`config.mk`:
```
export PLATFORM = sky130hd
export DESIGN_NAME = iedc_top
export DESIGN_NICKNAME = d
export VERILOG_FILES = /design/src/rtl/iedc_sync.v /design/src/rtl/iedc_quad.v /design/src/rtl/iedc_top.v
export VERILOG_INCLUDE_DIRS = /design/src /design/src/rtl
export SDC_FILE = /design/constraint.sdc
export NUM_CORES = 1
export LEC_CHECK = 0
export ABC_AREA = 1
export BUFFER_PORTS_ARGS = -buffer_cell sky130_fd_sc_hd__buf_2
export CELL_PAD_IN_SITES_DETAIL_PLACEMENT = 1
export CELL_PAD_IN_SITES_GLOBAL_PLACEMENT = 2
export CORE_MARGIN = 2
export CORE_UTILIZATION = 30
export DETAILED_ROUTE_END_ITERATION = 12
export HOLD_SLACK_MARGIN = 0.08
export PLACE_DENSITY = 0.78
export SYNTH_ARGS = -nofsm -noshare
export SYNTH_HDL_FRONTEND = slang
export SYNTH_SLANG_ARGS = --single-unit
```
`constraint.sdc`:
```
create_clock -name clk_i -period 2.3 [get_ports clk_i]
set_input_delay 0.23 -clock clk_i [delete_from_list [all_inputs] [get_ports clk_i]]
set_output_delay 0.23 -clock clk_i [all_outputs]
set_load 0.02 [all_outputs]
```
`src/rtl/iedc_regs.vh`:
```
// Register map, field positions and timing constants of the incremental encoder decoder.
`ifndef IEDC_REGS_VH
`define IEDC_REGS_VH

// ************************************************************
// Register byte offsets
// ************************************************************
`define IEDC_ADR_W 8
`define IEDC_OFF_CTRL 8'h00
`define IEDC_OFF_POS 8'h04
`define IEDC_OFF_REFPOS 8'h08
`define IEDC_OFF_STATUS 8'h0c
`define IEDC_OFF_CLR 8'h10
`define IEDC_OFF_EN 8'h14
`define IEDC_OFF_LIVE 8'h18

// ************************************************************
// Control fields
// ************************************************************
`define IEDC_CTRL_MULT_LO 0
`define IEDC_CTRL_MULT_HI 1
`define IEDC_CTRL_INV 2
`define IEDC_CTRL_ZERO 3
`define IEDC_CTRL_RST 8'h00
`define IEDC_MULT_X1 2'h0
`define IEDC_MULT_X2 2'h1
`define IEDC_MULT_X4 2'h2

// ************************************************************
// Status, clear and enable fields
// ************************************************************
`define IEDC_EV_W 5
`define IEDC_EV_COPH 0
`define IEDC_EV_FAULT 1
`define IEDC_EV_TRI 2
`define IEDC_EV_REF 3
`define IEDC_EV_REFCLR 4
`define IEDC_EN_RST 5'h00

// ************************************************************
// Timing
// ************************************************************
`define IEDC_CLK_MHZ 200
`define IEDC_COPH_NS 1200
`define IEDC_REFCLR_NS 100
`define IEDC_TRI_NS 100
`define IEDC_EDGE_NS 150
`define IEDC_COPH_CYC ((`IEDC_COPH_NS * `IEDC_CLK_MHZ + 999) / 1000)
`define IEDC_REFCLR_CYC ((`IEDC_REFCLR_NS * `IEDC_CLK_MHZ + 999) / 1000)
`define IEDC_TRI_CYC ((`IEDC_TRI_NS * `IEDC_CLK_MHZ + 999) / 1000)
`define IEDC_EDGE_CYC ((`IEDC_EDGE_NS * `IEDC_CLK_MHZ + 999) / 1000)

`endif

```
`src/rtl/iedc_sync.v`:
```
// Two-stage synchroniser for a group of asynchronous inputs.
`timescale 1ns/1ps
`default_nettype none

module iedc_sync #(
  parameter WIDTH = 7,
  parameter [WIDTH-1:0] RST_VAL = {WIDTH{1'b0}}
) (
  input wire clk_i,
  input wire rst_i,
  input wire [WIDTH-1:0] d_i,
  output wire [WIDTH-1:0] q_o
);

  reg [WIDTH-1:0] meta_r;
  reg [WIDTH-1:0] sync_r;

  // ************************************************************
  // One synchroniser per bit
  // ************************************************************
  genvar i;
  generate
    for (i = 0; i < WIDTH; i = i + 1) begin : g_bit
      always @(posedge clk_i) begin
        if (rst_i) begin
          meta_r[i] <= RST_VAL[i];
          sync_r[i] <= RST_VAL[i];
        end else begin
          meta_r[i] <= d_i[i];
          sync_r[i] <= meta_r[i];
        end
      end
    end
  endgenerate

  assign q_o = sync_r;

endmodule // iedc_sync

`default_nettype wire

```
`src/rtl/iedc_quad.v`:
```
// Quadrature edge decoder with x1, x2 and x4 count multiplication.
`timescale 1ns/1ps
`default_nettype none
`include "iedc_regs.vh"

module iedc_quad (
  input wire clk_i,
  input wire rst_i,
  input wire track_a_i,
  input wire track_b_i,
  input wire [1:0] mult_i,
  input wire inv_i,
  output reg up_o,
  output reg dn_o,
  output reg edge_o
);

  reg a_r;
  reg b_r;
  reg up_raw;
  reg dn_raw;
  wire a_chg;
  wire b_chg;

  assign a_chg = track_a_i ^ a_r;
  assign b_chg = track_b_i ^ b_r;

  // ************************************************************
  // Direction and multiplication
  // ************************************************************
  always @* begin
    up_raw = 1'b0;
    dn_raw = 1'b0;
    if (a_chg && !b_chg) begin
      if (mult_i == `IEDC_MULT_X1) begin
        up_raw = !track_b_i && track_a_i;
        dn_raw = !track_b_i && !track_a_i;
      end else begin
        up_raw = track_a_i != track_b_i;
        dn_raw = track_a_i == track_b_i;
      end
    end else if (b_chg && !a_chg && mult_i == `IEDC_MULT_X4) begin
      up_raw = track_b_i == track_a_i;
      dn_raw = track_b_i != track_a_i;
    end
  end

  // Each sampled edge is judged only against the previous sample, so a reversal on one track
  // with no spacing counts back at once, and a reversal shorter than a clock cancels out.
  always @(posedge clk_i) begin
    if (rst_i) begin
      // Under reset the track history follows the pins, so the first sample afterwards is no edge.
      a_r <= track_a_i;
      b_r <= track_b_i;
      up_o <= 1'b0;
      dn_o <= 1'b0;
      edge_o <= 1'b0;
    end else begin
      a_r <= track_a_i;
      b_r <= track_b_i;
      up_o <= inv_i ? dn_raw : up_raw;
      dn_o <= inv_i ? up_raw : dn_raw;
      edge_o <= a_chg | b_chg;
    end
  end

endmodule // iedc_quad

`default_nettype wire

```
`src/rtl/iedc_top.v`:
```
// Incremental encoder decoder with Wishbone registers, track monitoring and interrupt.
//
// The register addresses and the Wishbone register port were left to the implementer.
`timescale 1ns/1ps
`default_nettype none
`include "iedc_regs.vh"

module iedc_top #(
  parameter POS_W = 32,
  parameter COPH_CYC = `IEDC_COPH_CYC,
  parameter REFCLR_CYC = `IEDC_REFCLR_CYC,
  parameter TRI_CYC = `IEDC_TRI_CYC
) (
  input wire clk_i,
  input wire rst_i,
  input wire wb_cyc_i,
  input wire wb_stb_i,
  input wire wb_we_i,
  input wire [`IEDC_ADR_W-1:0] wb_adr_i,
  input wire [3:0] wb_sel_i,
  input wire [31:0] wb_dat_i,
  output reg [31:0] wb_dat_o,
  output reg wb_ack_o,
  input wire track_a_p_i,
  input wire track_a_n_i,
  input wire track_b_p_i,
  input wire track_b_n_i,
  input wire reference_mark_p_i,
  input wire reference_mark_n_i,
  input wire fault_n_i,
  output wire irq_o,
  output wire meas_err_o
);

  // ************************************************************
  // Input synchronisation
  // ************************************************************
  wire [6:0] pins_s;
  wire a_p;
  wire a_n;
  wire b_p;
  wire b_n;
  wire r_p;
  wire r_n;
  wire fault_n_s;

  iedc_sync #(
    .WIDTH(7),
    .RST_VAL(7'h40)
  ) u_sync (
    .clk_i(clk_i),
    .rst_i(rst_i),
    .d_i({fault_n_i, reference_mark_n_i, reference_mark_p_i, track_b_n_i, track_b_p_i,
          track_a_n_i, track_a_p_i}),
    .q_o(pins_s)
  );

  assign a_p = pins_s[0];
  assign a_n = pins_s[1];
  assign b_p = pins_s[2];
  assign b_n = pins_s[3];
  assign r_p = pins_s[4];
  assign r_n = pins_s[5];
  assign fault_n_s = pins_s[6];

  // ************************************************************
  // Start-up settling
  // ************************************************************
  reg [1:0] warm_r;
  wire settled;
  wire quad_rst;

  // Holds decoding and the cophasal and high-impedance monitoring off until the synchroniser shows real pin levels.
  assign settled = warm_r == 2'h3;
  assign quad_rst = rst_i || !settled;

  always @(posedge clk_i) begin
    if (rst_i) begin
      warm_r <= 2'h0;
    end else if (!settled) begin
      warm_r <= warm_r + 2'h1;
    end
  end

  // ************************************************************
  // Control registers
  // ************************************************************
  reg [1:0] mult_r;
  reg inv_r;
  reg zero_r;
  reg [`IEDC_EV_W-1:0] en_r;
  reg [`IEDC_EV_W-1:0] stat_r;
  reg [`IEDC_EV_W-1:0] stat_nxt;
  reg [`IEDC_EV_W-1:0] clr_w;
  wire wr_stb;
  wire rd_stb;

  assign wr_stb = wb_cyc_i && wb_stb_i && wb_we_i && !wb_ack_o && wb_sel_i[0];
  assign rd_stb = wb_cyc_i && wb_stb_i && !wb_we_i && !wb_ack_o;

  always @(posedge clk_i) begin
    if (rst_i) begin
      mult_r <= `IEDC_MULT_X1;
      inv_r <= 1'b0;
      zero_r <= 1'b0;
      en_r <= `IEDC_EN_RST;
    end else begin
      zero_r <= 1'b0;
      if (wr_stb && wb_adr_i == `IEDC_OFF_CTRL) begin
        mult_r <= wb_dat_i[`IEDC_CTRL_MULT_HI:`IEDC_CTRL_MULT_LO];
        inv_r <= wb_dat_i[`IEDC_CTRL_INV];
        zero_r <= wb_dat_i[`IEDC_CTRL_ZERO];
      end
      if (wr_stb && wb_adr_i == `IEDC_OFF_EN) begin
        en_r <= wb_dat_i[`IEDC_EV_W-1:0];
      end
    end
  end

  always @* begin
    clr_w = {`IEDC_EV_W{1'b0}};
    if (wr_stb && wb_adr_i == `IEDC_OFF_CLR) begin
      clr_w = wb_dat_i[`IEDC_EV_W-1:0];
    end
  end

  // ************************************************************
  // Edge decoding and position counter
  // ************************************************************
  wire cnt_up;
  wire cnt_dn;
  wire trk_edge;
  wire a_lvl;
  wire b_lvl;
  wire r_lvl;
  reg signed [POS_W-1:0] pos_r;
  reg signed [POS_W-1:0] refpos_r;

  assign a_lvl = a_p;
  assign b_lvl = b_p;
  assign r_lvl = r_p;

  iedc_quad u_quad (
    .clk_i(clk_i),
    .rst_i(quad_rst),
    .track_a_i(a_lvl),
    .track_b_i(b_lvl),
    .mult_i(mult_r),
    .inv_i(inv_r),
    .up_o(cnt_up),
    .dn_o(cnt_dn),
    .edge_o(trk_edge)
  );

  // At 5 ns per sample a 1 MHz track with 150 ns edge spacing gives 30 samples per edge.
  always @(posedge clk_i) begin
    if (rst_i || zero_r) begin
      pos_r <= {POS_W{1'b0}};
    end else if (cnt_up) begin
      pos_r <= pos_r + {{(POS_W-1){1'b0}}, 1'b1};
    end else if (cnt_dn) begin
      pos_r <= pos_r - {{(POS_W-1){1'b0}}, 1'b1};
    end
  end

  // ************************************************************
  // Reference mark qualification
  // ************************************************************
  reg [7:0] since_edge_r;
  reg r_prev_r;
  wire ref_rise;
  wire ref_clear;
  wire ref_qual;

  assign ref_rise = settled && r_lvl && !r_prev_r;
  assign ref_clear = since_edge_r >= REFCLR_CYC[7:0];
  assign ref_qual = ref_rise && a_lvl && b_lvl && ref_clear;

  always @(posedge clk_i) begin
    if (rst_i) begin
      since_edge_r <= 8'h00;
      r_prev_r <= 1'b0;
      refpos_r <= {POS_W{1'b0}};
    end else begin
      r_prev_r <= r_lvl;
      if (trk_edge) begin
        since_edge_r <= 8'h00;
      end else if (since_edge_r != 8'hff) begin
        since_edge_r <= since_edge_r + 8'h01;
      end
      if (ref_qual) begin
        refpos_r <= pos_r;
      end
    end
  end

  // ************************************************************
  // Measuring system monitoring
  // ************************************************************
  reg [10:0] coph_cnt_r;
  reg [10:0] tri_cnt_r;
  wire cophasal;
  wire tristate;
  wire coph_err;
  wire tri_err;
  wire fault_err;

  assign cophasal = (a_lvl == b_lvl) && (b_lvl == r_lvl);
  assign tristate = (a_p == a_n) || (b_p == b_n) || (r_p == r_n);
  assign coph_err = coph_cnt_r >= COPH_CYC[10:0];
  assign tri_err = tri_cnt_r >= TRI_CYC[10:0];
  assign fault_err = !fault_n_s;

  always @(posedge clk_i) begin
    if (rst_i || !settled) begin
      coph_cnt_r <= 11'h000;
      tri_cnt_r <= 11'h000;
    end else begin
      if (!cophasal) begin
        coph_cnt_r <= 11'h000;
      end else if (!coph_err) begin
        coph_cnt_r <= coph_cnt_r + 11'h001;
      end
      if (!tristate) begin
        tri_cnt_r <= 11'h000;
      end else if (!tri_err) begin
        tri_cnt_r <= tri_cnt_r + 11'h001;
      end
    end
  end

  // ************************************************************
  // Sticky status and interrupt
  // ************************************************************
  wire [`IEDC_EV_W-1:0] ev_set;

  assign ev_set = {ref_rise && !ref_clear && a_lvl && b_lvl, ref_qual, tri_err, fault_err, coph_err};

  always @* begin
    stat_nxt = (stat_r & ~clr_w) | ev_set;
  end

  always @(posedge clk_i) begin
    if (rst_i) begin
      stat_r <= {`IEDC_EV_W{1'b0}};
    end else begin
      stat_r <= stat_nxt;
    end
  end

  assign irq_o = |(stat_r & en_r);
  assign meas_err_o = stat_r[`IEDC_EV_COPH] | stat_r[`IEDC_EV_FAULT] | stat_r[`IEDC_EV_TRI];

  // ************************************************************
  // Wishbone read path and acknowledge
  // ************************************************************
  reg [31:0] rd_mux;

  always @* begin
    rd_mux = 32'h0000_0000;
    case (wb_adr_i)
      `IEDC_OFF_CTRL: begin
        rd_mux[`IEDC_CTRL_MULT_HI:`IEDC_CTRL_MULT_LO] = mult_r;
        rd_mux[`IEDC_CTRL_INV] = inv_r;
      end
      `IEDC_OFF_POS: begin
        rd_mux[POS_W-1:0] = pos_r;
      end
      `IEDC_OFF_REFPOS: begin
        rd_mux[POS_W-1:0] = refpos_r;
      end
      `IEDC_OFF_STATUS: begin
        rd_mux[`IEDC_EV_W-1:0] = stat_r;
      end
      `IEDC_OFF_EN: begin
        rd_mux[`IEDC_EV_W-1:0] = en_r;
      end
      `IEDC_OFF_LIVE: begin
        rd_mux[4:0] = {tristate, fault_n_s, r_lvl, b_lvl, a_lvl};
      end
      default: begin
        rd_mux = 32'h0000_0000;
      end
    endcase
  end

  always @(posedge clk_i) begin
    if (rst_i) begin
      wb_ack_o <= 1'b0;
      wb_dat_o <= 32'h0000_0000;
    end else begin
      wb_ack_o <= wb_cyc_i && wb_stb_i && !wb_ack_o;
      if (rd_stb) begin
        wb_dat_o <= rd_mux;
      end
    end
  end

endmodule // iedc_top

`default_nettype wire

```
; ---- Word level (Yosys, flattened, before mapping)
; Cells that the tools add are included.
[word_totals]
latchBits = 0
memories = 0
register_bits = 163
out_inout_bits = 35
inputBits = 56
romBits = 0
elab_cells = 131
ramBits = 0
[op_classes]
order_cmp = 3
n_reduce_logical = 46
shift = 0
n_mul = 0
eq_ne = 17
add_sub_neg = 6
n_div = 0
bitwise_logic = 12
muxes = 14
[op_table]
columns = operator, n
row1 = two-way mux 32 bit, 2
row2 = one-hot mux 27 bit (2 select lines), 1
row3 = adder 32 x 1 -> 32 bit (second input constant), 1
row4 = subtractor 32 x 1 -> 32 bit (second input constant), 1
row5 = equality test 8 x 5 -> 1 bit (second input constant), 3
row6 = logical AND 1 bit, 24
row7 = adder 11 x 1 -> 11 bit (second input constant), 2
row8 = one-hot mux 3 bit (6 select lines), 1
row9 = equality test 8 x 4 -> 1 bit (second input constant), 2
row10 = >= comparator 11 x 5 -> 1 bit (second input constant), 1
row11 = >= comparator 11 x 8 -> 1 bit (second input constant), 1
row12 = AND 5 bit, 2
row13 = logical NOT 1 bit, 10
row14 = one-hot mux 2 bit (5 select lines), 1
row15 = adder 8 x 1 -> 8 bit (second input constant), 1
row16 = equality test 8 x 3 -> 1 bit (second input constant), 1
row17 = >= comparator 8 x 5 -> 1 bit (second input constant), 1
row18 = logical NOT 8 bit, 1
row19 = two-way mux 1 bit, 8
row20 = != test 8 bit (second input constant), 1
row21 = OR reduction 2 bit, 4
row22 = equality test 1 bit, 6
row23 = two-way mux 5 bit, 1
row24 = NOT 5 bit, 1
row25 = other kinds (11), 21

; ---- Depth between registers and ports, before layout
[logic_depth]
word_depth = 9
depth_mapped = 15
ltp_nobuf = 15

; ---- By module
; From an unflattened synthesis, not the netlist that was laid out.
[hier_totals]
cells_unflattened = 1307
area_unflattened_um2 = 8819.7
[modules_own_cells]
columns = mod, instances, cells_each, area_per_inst_um2, seq_area_each_um2
row1 = iedc_top, 1, 1221, 8124.0, 2882.8
row2 = iedc_sync, 1, 44, 400.4, 280.3
row3 = iedc_quad, 1, 42, 295.3, 100.1

; ---- Worst setup path before layout
; Ideal clock, no wire load.
[synth_timing]
path_type = register to register
from = register u_quad.up_o
to = register pos_r[31]
arrival_ns = 2.203
path_stages_with_launch = 12
path_slack_ns = -0.018
synth_period_minus_slack_ns = 2.318
setup_time_ns = 0.115
required_ns = 2.185
path_cell_list = dfxtp_1 -> inv_1 -> ha_1 -> or2_1 -> nand3_1 -> nand2_2 -> nand2_1 -> nand2_2 -> nand2_2 -> nand3_1 -> a21oi_1 -> nor2_1
[synth_via]
elab_chain_len = 1
word_cells_on_any_way = 2
[synth_lines]
columns = element, line_no
row1 = start: declaration, iedc_quad.v:13  ; output reg up_o,
row2 = start signal: assignment, iedc_quad.v:61  ; up_o <= inv_i ? dn_raw : up_raw;
row3 = two-way mux 32 bit or nonzero test 2 bit (tied branches), --
row4 = end signal: assignment, iedc_top.v:158  ; pos_r <= {POS_W{1'b0}};
row5 = end signal: assignment, iedc_top.v:160  ; pos_r <= pos_r + {{(POS_W-1){1'b0}}, 1'b1};
row6 = end signal: assignment, iedc_top.v:162  ; pos_r <= pos_r - {{(POS_W-1){1'b0}}, 1'b1};
row7 = end: declaration, iedc_top.v:136  ; reg signed [POS_W-1:0] pos_r;
; Several ways; a longest one is shown, not always the timed one.
; A chain may end at the register's enable or synchronous reset.

; ---- Worst setup path in the final report
[layout_timing]
from = register u_quad.up_o
to = register pos_r[19]
; Same word-level chain as after synthesis.

==> results by group <==
Clock network
  – Clock slew seen by the registers of the worst setup and hold paths: 70 ps
  – Worst-Skew Late Latency: 440 ps
  – H-tree levels: 4
  – TritonCTS clock tree: done
  – Buffer depth of the longest clock path: 2
  – Buffers inserted during post-CTS setup optimization: 0
  – Root Buffer Master: clkbuf_16
  – Num CTS Buffers: 17
  – Sink Count: 163

Yosys
  – Average cell area after synthesis: 6.88 µm²
  – Post-Synthesis Net Count: 1,408
  – Ranking of synthesized cells by area: dfxtp_1 36%, nand2_1 10%, inv_1 10%
  – Area of the mapped netlist: 9020 µm²
  – Cell type with the largest total area after synthesis: dfxtp_1
  – Number of synthesized register bits: 163
  – Synth warnings: 0
  – Post-synthesis cell type count: 54
  – Area fraction of the dominant cell type after synthesis: 0.362
  – Seq/Total Area, Yosys: 0.362
  – Ys flop type: dfxtp_1
  – Syn Inst Count: 1,312
  – EDFF count, synth: 0
  – Asr flop ratio synth: 0

Setup path
  – Most Frequent Cell on Critical Path: nand2_1
  – Type of the worst setup path: flop to flop
  – Highest cell delay on the worst timing path: 340 ps
  – Crit path required time: 2630 ps
  – Family with the most delay on the worst path: simple AND/OR/NAND/NOR gates
  – Critical-path maximum fanout: 9
  – CP Data Arrival Time: 2510 ps
  – Slowest stage cell, crit path: dfxtp_2
  – Setup crit start kind: flop
  – Sort of element at the end of the critical path: flop
  – Cell-by-cell listing of the critical path: inv_4 -> buf_6 -> ha_4 -> or2_1 -> nand3_1 -> nand2_2 -> nand2_1 -> nand2_1 -> nand3_1 -> nand2_1 -> nand2_1 -> nand3_1 -> nand2_1 -> inv_1
  – Buf/Inv on CP: 3

Place
  – Post-DP HPWL: 19.6 mm
  – Placer Congestion: 0.819
  – Count of buffers from port buffering: 60
  – Number of cells in the design after placement: 1,748

Job
  – Reported max-cap violation count: 0

Timing
  – Clock period minus final worst setup slack: 2180 ps
  – Number of endpoints with negative hold slack in the final report: 0
  – Unrepaired setup endpoints after global routing: false
  – Setup violations, final: 0
  – Slew @ Worst Pin: 872 ps
  – Post-route clock period utilization: 0.947
  – FMAX: 459 MHz
  – Worst hold slack: 122 ps
  – Largest clock skew in the final design: 12.6 ps
  – Worst slew slack as a fraction of its limit: 0.418
  – Max Transition Viols Final: 0

Global route
  – Wire length of the first global-routing pass: 42.5 mm
  – Largest net degree at the start of global routing: 38
  – Total routing usage reported by global routing: 0.172
  – Initial antenna violation count: 0
  – Sum of overflow across all layers after global routing: 0
  – Number of global-route vias before repair: 8,118

Pwr
  – Power per Cell Area: 619 nW/µm²
  – Leakage power: 5.14 nW
  – Fraction of power consumed by the clock network: 0.409
  – Net switching fraction of the power: 0.292
  – Worst vdd ir: 462 µV
  – Portion of total power attributed to sequential cells: 0.451
  – Net load switching power: 1.92 mW
  – Comb pwr share: 0.140
  – Internal power: 4.65 mW

Die
  – Number of placement rows: 63
  – Die X-Extent: 177 µm
  – Vertical die dimension: 177 µm
  – Count of pins on the block boundary: 91
  – Die outline area: 31,500 µm²
  – Std-Cell Core Area: 29,600 µm²
  – Effective utilization at floorplan: 0.304

Cells and area
  – Layout overhead on the synthesized area: 17.6%
  – Count of inserted antenna diode cells: 0
  – Post-route insts no fill: 1,791
  – Final #Nets: 1,485
  – Fraction of layout instances using a drive strength above 1: 0.158

Detailed routing
  – Drt via density: 4.62
  – Via Count: 8,283
  – Starting DRC count in detailed routing: 411
  – Total length of routed wires: 26.3 mm
  – Drt wl/cell: 14.7 µm
  – Remaining antenna violation count after routing: 0
  – Post-detailed-route DRC marker count: 0
  – First drt pass iteration count: 4

Min path
  – Class of the most critical hold timing path: input pin to flop

Status
  – Outcome: completed
==> area by class of cell <==
cell class | count | area, µm²
Timing Repair Buffer | 94 | 654
Tap cell | 390 | 488
Clock buffer | 18 | 439
Inverter | 251 | 953
Multi-Input combinational cell | 862 | 4710
Clock inverter | 13 | 103
Fill cell | 3754 | 19000
Sequential cell | 163 | 3260
==> cell usage in the layout, fill, tap and decap left out, types with 4 or more instances in the layout <==
cell / count
nand2_1: 244
inv_1: 239
dfxtp_1: 162
nor2_1: 144
a21oi_1: 94
o21ai_0: 83
buf_2: 60
nand3_1: 50
o21ai_1: 47
a21oi_2: 31
ha_1: 24
clkbuf_16: 18
xor2_1: 17
buf_4: 17
nand2_2: 13
nor2_2: 11
dlygate4sd3_1: 11
ha_2: 10
inv_2: 8
nor3_1: 8
o22ai_1: 8
o21bai_1: 7
o21ai_2: 6
xnor2_1: 5
nand4_1: 5
o211ai_1: 5
ha_4: 5
clkinvlp_4: 5
nand2_4: 4
a31oi_1: 4
nor3b_1: 4
inv_6: 4
buf_12: 4
==> logic make-up after synthesis <==
| group | share of synthesized area |
|---|---|
| compound gates | 0.186 |
| xor+xnor | 0.0214 |
| fa+ha+maj | 0.0563 |
| buf+inv | 0.133 |
| flops | 0.362 |
| simple gates | 0.241 |
==> power by group through the flow <==
stage | clock network [mW] | registers, mW | logic (mW)
3_5_place_dp | 0 | 3.02 | 0.893
6_report | 2.69 | 2.96 | 0.919
4_1_cts | 2.78 | 2.96 | 0.911
3_3_place_gp | 0 | 3.02 | 0.871
5_1_grt | 2.88 | 2.97 | 1.06
2_1_floorplan | 0 | 3.04 | 0.601
==> per-layer routing <==
metal,wire [µm],GRT usage
met1,14100,0.249
met5,0,0
met2,11400,0.264
met4,336,0.0505
met3,533,0.0246
==> per-stage QoR <==
| stage | TNS [ps] | util | cell area [µm²] | total power, mW | worst slack [ps] |
|---|---|---|---|---|---|
| final | 0 | 0.358 | 10600 | 6.56 | 122 |
| after CTS | 0 | 0.352 | 10400 | 6.65 | 0.848 |
| after global routing | 0 | 0.358 | 10600 | 6.90 | 8.37 |
| after detailed placement | 0 | 0.330 | 9780 | 3.91 | 42.5 |
| after floorplan | -34.9 | - | 9020 | 3.64 | -18.2 |
| after global placement | 0 | 0.330 | 9780 | 3.89 | 78.1 |
==> path summary, 6_finish.rpt <==
check / startpoint / end / slack, ps / cells after the start
setup / recovery: u_quad.up_o / pos_r[19] / 120 / 14
hold / removal: wb_stb_i / wb_ack_o / 120 / 5
setup reg to reg: u_quad.up_o / pos_r[19] / 120 / 14
hold reg to reg: u_sync.meta_r[0] / u_sync.q_o[0] / 400 / 2
==> tightest hold or removal path, cell delays in order <==
cell and delay, ps:
buf_2 90, nand2_1 60, nor2_2 40, inv_2 40, nor2_1 30
==> sequential cells by signal, indices dropped and copies added, names as in the netlist, 2 cells and up <==
register / count
mult_r: 2
wb_dat_o: 32
coph_cnt_r: 11
refpos_r: 32
en_r: 5
since_edge_r: 8
stat_r: 5
u_sync.meta_r: 7
pos_r: 32
tri_cnt_r: 11
u_sync.q_o: 7
warm_r: 2
==> synth_stat cells, drive strengths merged, types with 5 or more instances <==
cell type / n
nand2: 261
inv: 250
dfxtp: 163
nor2: 156
o21ai: 136
a21oi: 125
nand3: 53
ha: 39
buf: 20
xor2: 17
clkbuf: 16
nor3: 14
o22ai: 8
o21bai: 7
nand4: 5
o211ai: 5
xnor2: 5
==> what timing repair did <==
item	CTS	global route
endpoints found under the hold margin	12	0
hold buffers	11	0
endpoints found under the setup margin	0	18
gates resized for setup	0	40
No activity file was read; power rests on OpenSTA's default activity.
